## config.mk

```make
export PLATFORM = sky130hd
export DESIGN_NAME = rpis_top
export DESIGN_NICKNAME = d
export VERILOG_FILES = /design/src/verilog/rpis_pkg.sv /design/src/verilog/rpis_sticky.sv /design/src/verilog/rpis_edge.sv /design/src/verilog/rpis_top.sv
export SDC_FILE = /design/constraint.sdc
export NUM_CORES = 1
export LEC_CHECK = 0
export BUFFER_PORTS_ARGS = -buffer_cell sky130_fd_sc_hd__buf_2
export CAP_MARGIN = 30
export CORE_ASPECT_RATIO = 0.8
export CORE_MARGIN = 8
export CORE_UTILIZATION = 40
export CTS_CLUSTER_SIZE = 14
export DETAILED_ROUTE_END_ITERATION = 16
export PLACE_DENSITY = 0.65
export SLEW_MARGIN = 30
export SYNTH_ARGS = -nofsm -noshare
export SYNTH_HDL_FRONTEND = slang
export SYNTH_SLANG_ARGS = --single-unit
export TNS_END_PERCENT = 50
```

## constraint.sdc

```tcl
create_clock -name mclk -period 3.7 [get_ports mclk]
set_input_delay 0.185 -clock mclk [delete_from_list [all_inputs] [get_ports mclk]]
set_output_delay 0.185 -clock mclk [all_outputs]
set_load 0.005 [all_outputs]
```

## src/verilog/rpis_pkg.sv

```systemverilog
package rpis_pkg;

    // register offsets on the paged register port
    localparam logic [7:0] ADDR_PORT_SELECT   = 8'h4c;
    localparam logic [7:0] ADDR_CSI_STATE     = 8'h7a;
    localparam logic [7:0] ADDR_EVENT_EN_HIGH = 8'hd8;
    localparam logic [7:0] ADDR_EVENT_EN_LOW  = 8'hd9;
    localparam logic [7:0] ADDR_STATUS_HIGH   = 8'hda;
    localparam logic [7:0] ADDR_STATUS_LOW    = 8'hdb;
    localparam logic [7:0] ADDR_GPIO_STATUS   = 8'hdc;
    localparam logic [7:0] ADDR_GPIO_EDGE_EN  = 8'hdd;
    localparam logic [7:0] ADDR_SENSOR_RISE   = 8'hde;
    localparam logic [7:0] ADDR_SENSOR_FALL   = 8'hdf;
    // receive port state registers live in another block; only their reads are observed here
    localparam logic [7:0] ADDR_PORT_STATE1   = 8'h50;
    localparam logic [7:0] ADDR_PORT_STATE2   = 8'h51;

    // high status field positions
    localparam int HI_CRC  = 0;
    localparam int HI_SEQ  = 1;
    localparam int HI_ENC  = 2;
    localparam int HI_SENS = 3;
    localparam int HI_GPIO = 4;
    localparam int HI_W    = 5;
    localparam int HI_EN_W = 3;

    // low status field positions
    localparam int LO_LOCK = 0;
    localparam int LO_PASS = 1;
    localparam int LO_PAR  = 2;
    localparam int LO_CSI  = 3;
    localparam int LO_OVF  = 4;
    localparam int LO_CNT  = 5;
    localparam int LO_LEN  = 6;
    localparam int LO_W    = 7;

    // gpio status layout: latched flags above live levels
    localparam int GPIO_N       = 4;
    localparam int GPIO_FLAG_LO = 4;

    localparam logic [7:0] RESET_BYTE = 8'h00;

endpackage : rpis_pkg

```

## src/verilog/rpis_sticky.sv

```systemverilog
`timescale 1ns/1ps
module rpis_sticky #(
    parameter int W = 1
) (
    input  wire logic         mclk,
    input  wire logic         resetn,
    input  wire logic [W-1:0] set,
    input  wire logic [W-1:0] clr,
    output logic      [W-1:0] flag_r
);

    logic [W-1:0] flag_nxt;

    // a set landing with its clearing read survives, so no event is lost
    assign flag_nxt = (flag_r & ~clr) | set;

    always_ff @(posedge mclk) begin
        if (!resetn) begin
            flag_r <= '0;
        end else begin
            flag_r <= flag_nxt;
        end
    end

endmodule : rpis_sticky

```

## src/verilog/rpis_edge.sv

```systemverilog
`timescale 1ns/1ps
module rpis_edge #(
    parameter int N = 4
) (
    input  wire logic           mclk,
    input  wire logic           resetn,
    input  wire logic [N-1:0]   level,
    input  wire logic [2*N-1:0] edge_en,
    output logic      [N-1:0]   cond,
    output logic                any_change
);

    logic [N-1:0] prev_r;
    logic         armed_r;
    logic [N-1:0] rise;
    logic [N-1:0] fall;

    // no edge is reported until one level sample is held, so reset never fakes an edge
    always_ff @(posedge mclk) begin
        if (!resetn) begin
            prev_r  <= '0;
            armed_r <= 1'b0;
        end else begin
            prev_r  <= level;
            armed_r <= 1'b1;
        end
    end

    assign rise = level & ~prev_r & {N{armed_r}};
    assign fall = ~level & prev_r & {N{armed_r}};

    always_comb begin
        for (int k = 0; k < N; k++) begin
            cond[k] = (rise[k] & edge_en[2*k]) | (fall[k] & edge_en[2*k+1]);
        end
    end

    assign any_change = |(rise | fall);

endmodule : rpis_edge

```

## src/verilog/rpis_top.sv

```systemverilog
`timescale 1ns/1ps
module rpis_top #(
    parameter int         NPORT       = 2,
    parameter logic [7:0] ADDR_STATE1 = rpis_pkg::ADDR_PORT_STATE1,
    parameter logic [7:0] ADDR_STATE2 = rpis_pkg::ADDR_PORT_STATE2
) (
    input  wire logic                         mclk,
    input  wire logic                         resetn,
    input  wire logic [7:0]                   reg_addr,
    input  wire logic                         reg_wr,
    input  wire logic                         reg_rd,
    input  wire logic [7:0]                   reg_wdata,
    output logic      [7:0]                   reg_rdata,
    output logic                              reg_rvalid,
    output logic                              reg_hit,
    input  wire logic [NPORT-1:0]             lock_changed,
    input  wire logic [NPORT-1:0]             port_valid_changed,
    input  wire logic [NPORT-1:0]             link_parity_fault,
    input  wire logic [NPORT-1:0]             csi_receiver_fault,
    input  wire logic [NPORT-1:0]             receive_overflow,
    input  wire logic [NPORT-1:0]             line_count_changed,
    input  wire logic [NPORT-1:0]             line_length_changed,
    input  wire logic [NPORT-1:0]             control_crc_fault,
    input  wire logic [NPORT-1:0]             control_sequence_fault,
    input  wire logic [NPORT-1:0]             link_encoding_fault,
    input  wire logic [NPORT-1:0]             sensor_changed,
    input  wire logic [rpis_pkg::GPIO_N*NPORT-1:0] fc_gpio_level,
    output logic      [NPORT-1:0]             port_irq
);

    localparam int PSEL_W = (NPORT > 1) ? $clog2(NPORT) : 1;
    localparam int GN     = rpis_pkg::GPIO_N;

    if (NPORT < 1 || NPORT > 8) begin : g_check
        $error("rpis_top: NPORT must be 1 to 8");
    end

    // port select register
    logic [PSEL_W-1:0] psel_r;

    always_ff @(posedge mclk) begin
        if (!resetn) begin
            psel_r <= '0;
        end else if (reg_wr && reg_addr == rpis_pkg::ADDR_PORT_SELECT) begin
            psel_r <= reg_wdata[PSEL_W-1:0];
        end
    end

    // per-port views gathered for the read mux
    logic [rpis_pkg::HI_W-1:0]    hi_q      [NPORT];
    logic [rpis_pkg::LO_W-1:0]    lo_q      [NPORT];
    logic [GN-1:0]                gflag_q   [NPORT];
    logic [GN-1:0]                glevel    [NPORT];
    logic [rpis_pkg::HI_EN_W-1:0] en_hi_q   [NPORT];
    logic [rpis_pkg::LO_W-1:0]    en_lo_q   [NPORT];
    logic [2*GN-1:0]              gedge_q   [NPORT];

    for (genvar p = 0; p < NPORT; p++) begin : g_port
        logic                         sel;
        logic                         rd_state1;
        logic                         rd_state2;
        logic                         rd_csi;
        logic                         rd_gpio;
        logic                         rd_rise;
        logic                         rd_fall;
        logic                         wr_en_hi;
        logic                         wr_en_lo;
        logic                         wr_edge;
        logic                         rise_seen_r;
        logic                         fall_seen_r;
        logic                         sens_clr;
        logic [rpis_pkg::HI_EN_W-1:0] en_hi_r;
        logic [rpis_pkg::LO_W-1:0]    en_lo_r;
        logic [2*GN-1:0]              edge_en_r;
        logic [GN-1:0]                gcond;
        logic                         gchange;
        logic [rpis_pkg::HI_W-1:0]    hi_set;
        logic [rpis_pkg::HI_W-1:0]    hi_clr;
        logic [rpis_pkg::LO_W-1:0]    lo_set;
        logic [rpis_pkg::LO_W-1:0]    lo_clr;
        logic [rpis_pkg::HI_W-1:0]    hi_r;
        logic [rpis_pkg::LO_W-1:0]    lo_r;
        logic [GN-1:0]                gflag_r;

        assign sel       = (psel_r == PSEL_W'(p));
        assign rd_state1 = reg_rd && sel && reg_addr == ADDR_STATE1;
        assign rd_state2 = reg_rd && sel && reg_addr == ADDR_STATE2;
        assign rd_csi    = reg_rd && sel && reg_addr == rpis_pkg::ADDR_CSI_STATE;
        assign rd_gpio   = reg_rd && sel && reg_addr == rpis_pkg::ADDR_GPIO_STATUS;
        assign rd_rise   = reg_rd && sel && reg_addr == rpis_pkg::ADDR_SENSOR_RISE;
        assign rd_fall   = reg_rd && sel && reg_addr == rpis_pkg::ADDR_SENSOR_FALL;
        assign wr_en_hi  = reg_wr && sel && reg_addr == rpis_pkg::ADDR_EVENT_EN_HIGH;
        assign wr_en_lo  = reg_wr && sel && reg_addr == rpis_pkg::ADDR_EVENT_EN_LOW;
        assign wr_edge   = reg_wr && sel && reg_addr == rpis_pkg::ADDR_GPIO_EDGE_EN;

        // enable registers for this port
        always_ff @(posedge mclk) begin
            if (!resetn) begin
                en_hi_r   <= '0;
                en_lo_r   <= '0;
                edge_en_r <= '0;
            end else begin
                if (wr_en_hi) begin
                    en_hi_r <= reg_wdata[rpis_pkg::HI_EN_W-1:0];
                end
                if (wr_en_lo) begin
                    en_lo_r <= reg_wdata[rpis_pkg::LO_W-1:0];
                end
                if (wr_edge) begin
                    edge_en_r <= reg_wdata[2*GN-1:0];
                end
            end
        end

        // sensor flag needs both status reads, in either order
        assign sens_clr = (rd_rise || rise_seen_r) && (rd_fall || fall_seen_r);

        always_ff @(posedge mclk) begin
            if (!resetn) begin
                rise_seen_r <= 1'b0;
                fall_seen_r <= 1'b0;
            end else if (sens_clr || !hi_r[rpis_pkg::HI_SENS]) begin
                rise_seen_r <= 1'b0;
                fall_seen_r <= 1'b0;
            end else begin
                rise_seen_r <= rise_seen_r || rd_rise;
                fall_seen_r <= fall_seen_r || rd_fall;
            end
        end

        rpis_edge #(
            .N          (GN)
        ) u_edge (
            .mclk       (mclk),
            .resetn     (resetn),
            .level      (fc_gpio_level[p*GN +: GN]),
            .edge_en    (edge_en_r),
            .cond       (gcond),
            .any_change (gchange)
        );

        always_comb begin
            hi_set                    = '0;
            hi_clr                    = '0;
            hi_set[rpis_pkg::HI_GPIO] = gchange;
            hi_clr[rpis_pkg::HI_GPIO] = rd_gpio;
            hi_set[rpis_pkg::HI_SENS] = sensor_changed[p];
            hi_clr[rpis_pkg::HI_SENS] = sens_clr;
            hi_set[rpis_pkg::HI_ENC]  = link_encoding_fault[p];
            hi_clr[rpis_pkg::HI_ENC]  = rd_state2;
            hi_set[rpis_pkg::HI_SEQ]  = control_sequence_fault[p];
            hi_clr[rpis_pkg::HI_SEQ]  = rd_state1;
            hi_set[rpis_pkg::HI_CRC]  = control_crc_fault[p];
            hi_clr[rpis_pkg::HI_CRC]  = rd_state1;
        end

        always_comb begin
            lo_set                    = '0;
            lo_clr                    = '0;
            lo_set[rpis_pkg::LO_LEN]  = line_length_changed[p];
            lo_clr[rpis_pkg::LO_LEN]  = rd_state2;
            lo_set[rpis_pkg::LO_CNT]  = line_count_changed[p];
            lo_clr[rpis_pkg::LO_CNT]  = rd_state2;
            lo_set[rpis_pkg::LO_OVF]  = receive_overflow[p];
            lo_clr[rpis_pkg::LO_OVF]  = rd_state2;
            lo_set[rpis_pkg::LO_CSI]  = csi_receiver_fault[p];
            lo_clr[rpis_pkg::LO_CSI]  = rd_csi;
            lo_set[rpis_pkg::LO_PAR]  = link_parity_fault[p];
            lo_clr[rpis_pkg::LO_PAR]  = rd_state1;
            lo_set[rpis_pkg::LO_PASS] = port_valid_changed[p];
            lo_clr[rpis_pkg::LO_PASS] = rd_state1;
            lo_set[rpis_pkg::LO_LOCK] = lock_changed[p];
            lo_clr[rpis_pkg::LO_LOCK] = rd_state1;
        end

        // writes never reach these; only the reads above clear them
        rpis_sticky #(
            .W      (rpis_pkg::HI_W)
        ) u_hi (
            .mclk   (mclk),
            .resetn (resetn),
            .set    (hi_set),
            .clr    (hi_clr),
            .flag_r (hi_r)
        );

        rpis_sticky #(
            .W      (rpis_pkg::LO_W)
        ) u_lo (
            .mclk   (mclk),
            .resetn (resetn),
            .set    (lo_set),
            .clr    (lo_clr),
            .flag_r (lo_r)
        );

        rpis_sticky #(
            .W      (GN)
        ) u_gpio (
            .mclk   (mclk),
            .resetn (resetn),
            .set    (gcond),
            .clr    ({GN{rd_gpio}}),
            .flag_r (gflag_r)
        );

        // sensor and gpio events carry their own enables upstream, so they pass unmasked
        always_ff @(posedge mclk) begin
            if (!resetn) begin
                port_irq[p] <= 1'b0;
            end else begin
                port_irq[p] <= |(hi_r[rpis_pkg::HI_EN_W-1:0] & en_hi_r)
                             | |(lo_r & en_lo_r)
                             | hi_r[rpis_pkg::HI_SENS]
                             | |gflag_r;
            end
        end

        assign hi_q[p]    = hi_r;
        assign lo_q[p]    = lo_r;
        assign gflag_q[p] = gflag_r;
        assign glevel[p]  = fc_gpio_level[p*GN +: GN];
        assign en_hi_q[p] = en_hi_r;
        assign en_lo_q[p] = en_lo_r;
        assign gedge_q[p] = edge_en_r;
    end

    // read mux; the status byte is taken in the same edge that clears it
    logic [7:0]        rd_nxt;
    logic              hit_nxt;
    logic [PSEL_W-1:0] idx;

    always_comb begin
        idx     = psel_r;
        rd_nxt  = rpis_pkg::RESET_BYTE;
        hit_nxt = 1'b1;
        if (int'(idx) >= NPORT) begin
            idx = '0;
        end
        unique case (reg_addr)
            rpis_pkg::ADDR_PORT_SELECT: begin
                rd_nxt[PSEL_W-1:0] = psel_r;
            end
            rpis_pkg::ADDR_STATUS_HIGH: begin
                rd_nxt[rpis_pkg::HI_W-1:0] = hi_q[idx];
            end
            rpis_pkg::ADDR_STATUS_LOW: begin
                rd_nxt[rpis_pkg::LO_W-1:0] = lo_q[idx];
            end
            rpis_pkg::ADDR_GPIO_STATUS: begin
                rd_nxt = {gflag_q[idx], glevel[idx]};
            end
            rpis_pkg::ADDR_EVENT_EN_HIGH: begin
                rd_nxt[rpis_pkg::HI_EN_W-1:0] = en_hi_q[idx];
            end
            rpis_pkg::ADDR_EVENT_EN_LOW: begin
                rd_nxt[rpis_pkg::LO_W-1:0] = en_lo_q[idx];
            end
            rpis_pkg::ADDR_GPIO_EDGE_EN: begin
                rd_nxt = gedge_q[idx];
            end
            default: begin
                hit_nxt = 1'b0;
            end
        endcase
    end

    always_ff @(posedge mclk) begin
        if (!resetn) begin
            reg_rdata  <= rpis_pkg::RESET_BYTE;
            reg_rvalid <= 1'b0;
            reg_hit    <= 1'b0;
        end else begin
            reg_rvalid <= reg_rd;
            if (reg_rd) begin
                reg_rdata <= rd_nxt;
                reg_hit   <= hit_nxt;
            end
        end
    end

endmodule : rpis_top

```

==> results.md, run 1 <==
- Worst-Skew Late Latency: 0.35 ns
- RSZ-0062 raised after global routing: false
- Crit end category: register
- Grt ovf: 0
- Initial core utilization: 0.404
- DP HPWL: 10.2 mm
- Crit Path Category: register to register
- F_max: 461 MHz
- Hold buffer count at cts: 0
- Largest net degree at the start of global routing: 59
- Sinks on Clock Net: 94
- Chip width: 135 um
- Fin crit share: 0.586
- Most frequent cells after synthesis: dfxtp_1, nor2b_1, mux2i_1
- Htree depth: 3
- Netlist cell types: 53
- DRC viols: 0
- Net Switching: 546 uW
- Max-Cap Viols: 0
- FILL cells: 1080
- Setup Fix Bufs, Post-CTS: 0
- Slew @ Worst Pin: 0.627 ns
- Reg power frac: 0.483
- Initial drt markers: 300
- CP max FO: 21
- Synth top area cells: dfxtp_1, mux2i_1, nor2b_1
- Sequential area share after synthesis: 0.413
- ANT cells: 0
- DR vias/cell: 5.57
- Drt wl/cell: 20.0 um
- Worst hold margin: 0.0237 ns
- Post-synth EDFFs: 0
- DRT antenna net count: 0
- Routed WL: 13.4 mm
- GP Congestion: 0.940
- Num ports: 62
- Number of gates resized after CTS: 0
- Avg Synthesized Cell Area: 9.70 um^2
- First-pass GRT wire length: 21.2 mm
- Post-route minimum period: 2.17 ns
- Max-slew headroom: 0.582
- Comb pwr share: 0.074
- Synth Flop Type: dfxtp_1
- Final #Nets: 569
- TNS Setup: 0 ns
- CTS Buffer Depth: 2
- Yosys reg bits: 94
- Class of the worst hold path: input port to register
- Max-slew violation count: 0
- Syn Nets: 520
- Routed via count: 3743
- Hold Crit Depth: 3
- DIE AREA: 15100 um^2
- Clk_skew: 0.00369 ns
- Post-synth top area share: 0.413
- Post-Syn Area: 4560 um^2
- CP arrival: 2.41 ns
- Pint: 1670 uW
- CTS buffer count: 9
- Final setup viols: 0
- Sw Share: 0.246
- Synth Warn #: 0
- Most common cell in the netlist: dfxtp_1
- Area leader, netlist: dfxtp_1
- Post-synthesis cell count: 470
- Final hold vios: 0
- Input/output buffers: 61
- Post-synthesis async set-or-reset flop share: 0
- Share of cells above drive strength 1: 0.177
- Syn-to-layout area delta: 15.5%
- Core area: 11300 um^2
- Total track usage: 0.181
- Row cnt: 35
- Root Buffer: clkbuf_16
- Worst reg-to-reg path cell count: 6
- Peak supply drop: 0.251 mV
- Critical Path RT: 3.94 ns
- Initial antenna violation count: 0
- Status: finished clean
- CTS tree: yes
- Cell Pwr Density: 421 nW/um^2
- Clock group share of total power: 0.443
- DR pass1 iterations: 5
- Leakage power: 0.00214 uW
- Fin util: 0.466
- Vias in the first global route: 3651
- Crit path launch type: register
- Die H: 111 um
- Clock transition at path regs: 0.07 ns
final timing paths:
kind / to / slack [ns] / start
setup / recovery: reg_rdata[2] / 1.53 / g_port[1].sel
hold / removal: g_port[0].u_hi.flag_r[3] / 0.02 / sensor_changed[0]
setup reg to reg: reg_rdata[2] / 1.53 / g_port[1].sel
hold reg to reg: reg_rdata[5] / 0.45 / reg_rdata[5]
sequential cells by signal, indices dropped and copies added, names as in the netlist, 6 cells and up:
signal	count
g_port.edge_en_r	16
g_port.en_lo_r	14
g_port.en_hi_r	6
reg_rdata	8
g_port.u_edge.prev_r	8
g_port.u_lo.flag_r	14
g_port.u_gpio.flag_r	8
g_port.u_hi.flag_r	10
cells in the final DEF (no fill, tap or decap), types with 2 or more instances in the layout:
| cell | n |
|---|---|
| nand3_1 | 11 |
| a21oi_1 | 27 |
| buf_2 | 61 |
| and4b_1 | 2 |
| nand4bb_1 | 2 |
| inv_1 | 5 |
| o41ai_1 | 2 |
| a22oi_1 | 14 |
| clkinv_4 | 2 |
| o21a_1 | 4 |
| dfxtp_1 | 93 |
| nor4_2 | 2 |
| buf_4 | 2 |
| mux2i_1 | 63 |
| nand2_1 | 29 |
| a32oi_1 | 2 |
| o21ai_0 | 3 |
| mux4_2 | 5 |
| o31a_1 | 2 |
| a31oi_1 | 3 |
| a21boi_1 | 3 |
| nor2_1 | 9 |
| inv_6 | 2 |
| xor2_1 | 8 |
| o21ai_1 | 5 |
| nor2b_1 | 68 |
| a222oi_1 | 2 |
| clkbuf_16 | 9 |
| nand4_2 | 2 |
| a211oi_1 | 5 |
| o211ai_1 | 2 |
| o22ai_1 | 9 |
| nand4_1 | 3 |
| mux2_1 | 3 |
| o211a_1 | 2 |
| nor3_1 | 6 |
| and2_1 | 12 |
| nand3b_1 | 19 |
per-layer routing:
metal | wire length, um | global-route usage
met5 | 0 | 0
met4 | 153 | 0.0458
met3 | 1120 | 0.0495
met2 | 5590 | 0.248
met1 | 6550 | 0.268
final cells by class:
cell class,count,area (um^2),share of cell area
inverter,5,18.8,0.00356
multi-input combinational,346,2540,0.483
sequential,94,1880,0.358
timing repair buffer,63,320,0.0608
clock buffer,10,239,0.0454
tap,148,185,0.0352
clock inverter,6,76.3,0.0145
power groups by stage:
stage | Combinational (uW) | Sequential, uW | Clock [uW]
final | 165 | 1070 | 982
after global routing | 182 | 1070 | 1040
after CTS | 165 | 1070 | 998
after detailed placement | 164 | 1090 | 0
after global placement | 161 | 1090 | 0
after floorplan | 97.4 | 1080 | 0
worst max-delay path: stages (launching register included):
cell,delay (ns)
dfxtp_2,0.68
buf_4,0.40
mux2i_1,0.30
o22ai_1,0.11
a31oi_1,0.18
a21oi_1,0.13
o221a_1,0.24
kinds of logic after synthesis:
group,synth area share
buffers and inverters,0.0296
xor gates and xnor gates,0.0154
and+or+nand+nor,0.237
muxes,0.170
DFF,0.413
AOI/OAI and AO/OA,0.135
metrics by stage:
step,setup slack (ns),total power (uW),instances,cell area [um^2]
after global routing,1.44,2300,672,5270
after detailed placement,1.55,1260,656,4950
after floorplan,2.10,1180,470,4560
final,1.53,2220,672,5270
after CTS,1.54,2230,672,5270
after global placement,1.57,1250,656,4950
Note: power is estimated with default switching activity, not from simulation.
==> run 2: changes to the inputs <==
==> constraint.sdc (replaced) <==
create_clock -name mclk -period 2.3 [get_ports mclk]
set_input_delay 0.115 -clock mclk [delete_from_list [all_inputs] [get_ports mclk]]
set_output_delay 0.115 -clock mclk [all_outputs]
set_load 0.005 [all_outputs]
==> results.md, run 2 (synthesis results as in run 1) <==
- Setup Fix Bufs, Post-CTS: 0 (unchanged)
- Max-slew headroom: 0.597 (was 0.582)
- First-pass GRT wire length: 22.1 mm (was 21.2 mm)
- F_max: 486 MHz (was 461 MHz)
- Vias in the first global route: 3929 (was 3651)
- Crit path launch type: register (unchanged)
- Biggest register: g_port.edge_en_r (unchanged)
- Cells after DPL: 660 (was 656)
- Number of gates resized after CTS: 0 (unchanged)
- Worst-Skew Late Latency: 0.34 ns (was 0.35 ns)
- Most frequent cells in the layout: dfxtp_1, nor2b_1, mux2i_1, buf_2, nand2_1 (unchanged)
- CP max FO: 19 (was 21)
- Leading registers by flop count: g_port.edge_en_r: 16 flops, g_port.en_lo_r: 14 flops, g_port.u_lo.flag_r: 14 flops (unchanged)
- ANT cells: 0 (unchanged)
- Commonest non-fill, non-tap cell in the layout: dfxtp_1 (unchanged)
- CTS buffer count: 9 (unchanged)
- Core area: 11300 um^2 (unchanged)
- Leakage power: 0.00217 uW (was 0.00214 uW)
- Final hold vios: 0 (unchanged)
- Worst hold margin: 0.0121 ns (was 0.0237 ns)
- Largest net degree at the start of global routing: 59 (unchanged)
- Clock transition at path regs: 0.07 ns (about the same)
- DRC viols: 0 (unchanged)
- Critical Path RT: 2.53 ns (was 3.94 ns)
- Chip width: 135 um (unchanged)
- Max-slew violation count: 0 (unchanged)
- Die H: 111 um (unchanged)
- TNS Setup: 0 ns (unchanged)
- Clk_skew: 0.00695 ns (was 0.00369 ns)
- Initial drt markers: 383 (was 300)
- Final setup viols: 0 (unchanged)
- Routed via count: 3841 (was 3743)
- Share of cells above drive strength 1: 0.176 (was 0.177)
- DR pass1 iterations: 5 (unchanged)
- Grt ovf: 0 (unchanged)
- Status: finished clean (unchanged)
- Drt wl/cell: 20.5 um (was 20.0 um)
- Post-route minimum period: 2.06 ns (was 2.17 ns)
- Row cnt: 35 (unchanged)
- RSZ-0062 raised after global routing: false (unchanged)
- Fin crit share: 0.895 (was 0.586)
- Total track usage: 0.189 (was 0.181)
- Final instance area: 5330 um^2 (was 5270 um^2)
- DIE AREA: 15100 um^2 (unchanged)
- Root Buffer: clkbuf_16 (unchanged)
- Max-Cap Viols: 0 (unchanged)
- Cell Pwr Density: 624 nW/um^2 (was 421 nW/um^2)
- Crit end category: register (unchanged)
- Class of the worst hold path: input port to register (unchanged)
- Syn-to-layout area delta: 16.8% (was 15.5%)
- Peak supply drop: 0.357 mV (was 0.251 mV)
- Initial core utilization: 0.404 (unchanged)
- Crit Path Category: register to register (unchanged)
- Max FFs per register: 16 (unchanged)
- Initial antenna violation count: 0 (unchanged)
- Routed WL: 14.0 mm (was 13.4 mm)
- DP HPWL: 10.8 mm (was 10.2 mm)
- GP Congestion: 0.955 (was 0.940)
- Final cell count without fillers: 681 (was 672)
- Htree depth: 3 (unchanged)
- Input/output buffers: 61 (unchanged)
- Sinks on Clock Net: 94 (unchanged)
- DRT antenna net count: 0 (unchanged)
- Final #Nets: 581 (was 569)
- Slew @ Worst Pin: 0.605 ns (was 0.627 ns)
- CP arrival: 2.29 ns (was 2.41 ns)
- CTS tree: yes (unchanged)
- CTS Buffer Depth: 2 (unchanged)
- Placed inst area: 4990 um^2 (was 4950 um^2)
- DR vias/cell: 5.64 (was 5.57)
- Num ports: 62 (unchanged)
[run 2: changes by cell type in the layout (fill, tap and decap cells not counted)]
cell,before,now
dlygate4sd3_1,0,8
buf_4,2,5
clkinv_2,0,2
inv_6,2,0
buf_12,0,1
bufinv_16,1,0
clkbuf_8,1,0
inv_8,1,0
[run 2: final timing paths]
check,start,endpoint,slack [ns],cells after the start
hold / removal,port_valid_changed[0],g_port[0].u_lo.flag_r[1],0.01,3
setup reg to reg,g_port[1].sel,g_port[1].edge_en_r[6],0.24,4
hold reg to reg,reg_rdata[5],reg_rdata[5],0.45,2
setup / recovery,g_port[1].sel,g_port[1].edge_en_r[6],0.24,4
[run 2: cell type report]
type / instances / area, um^2
clock buffer: 9 / 225
timing repair buffer: 75 / 443
multi-input combinational: 346 / 2540
tap: 148 / 185
fill: 1113 / 5970
clock inverter: 4 / 27.5
inverter: 5 / 18.8
sequential: 94 / 1880
[run 2: critical path, cell delays in order, from the launching register on]
cell     delay (ns)
dfxtp_2        0.65
inv_1          0.27
or3_1          0.67
mux2i_1        0.27
nor2b_1        0.08
[run 2: what timing repair did]
item | in CTS | in global routing
endpoints found under the hold margin | 8 | 0
hold buffers | 8 | 0
endpoints found under the setup margin | 0 | 0
[run 2: routing by layer]
metal | vias to the layer above | track usage | wire length, um
li1 | 1828 | - | -
met1 | 1820 | 0.268 | 6610
met2 | 164 | 0.266 | 5880
met3 | 29 | 0.0545 | 1180
met4 | 0 | 0.0643 | 307
met5 | - | 0 | 0
[run 2: through the flow]
| stage | setup slack, ns | total power, uW | util |
|---|---|---|---|
| 4_1_cts | 0.274 | 3350 | 0.471 |
| 6_report | 0.241 | 3320 | 0.471 |
| 3_5_place_dp | 0.285 | 2030 | 0.442 |
| 3_3_place_gp | 0.403 | 2020 | 0.442 |
| 5_1_grt | 0.130 | 3450 | 0.471 |
| 2_1_floorplan | 0.696 | 1890 | - |
[run 2: power breakdown]
part | internal (uW) | switching [uW]
Sequential | 1680 | 47.9
Clock | 714 | 604
Combinational | 132 | 148
Total | 2520 | 800
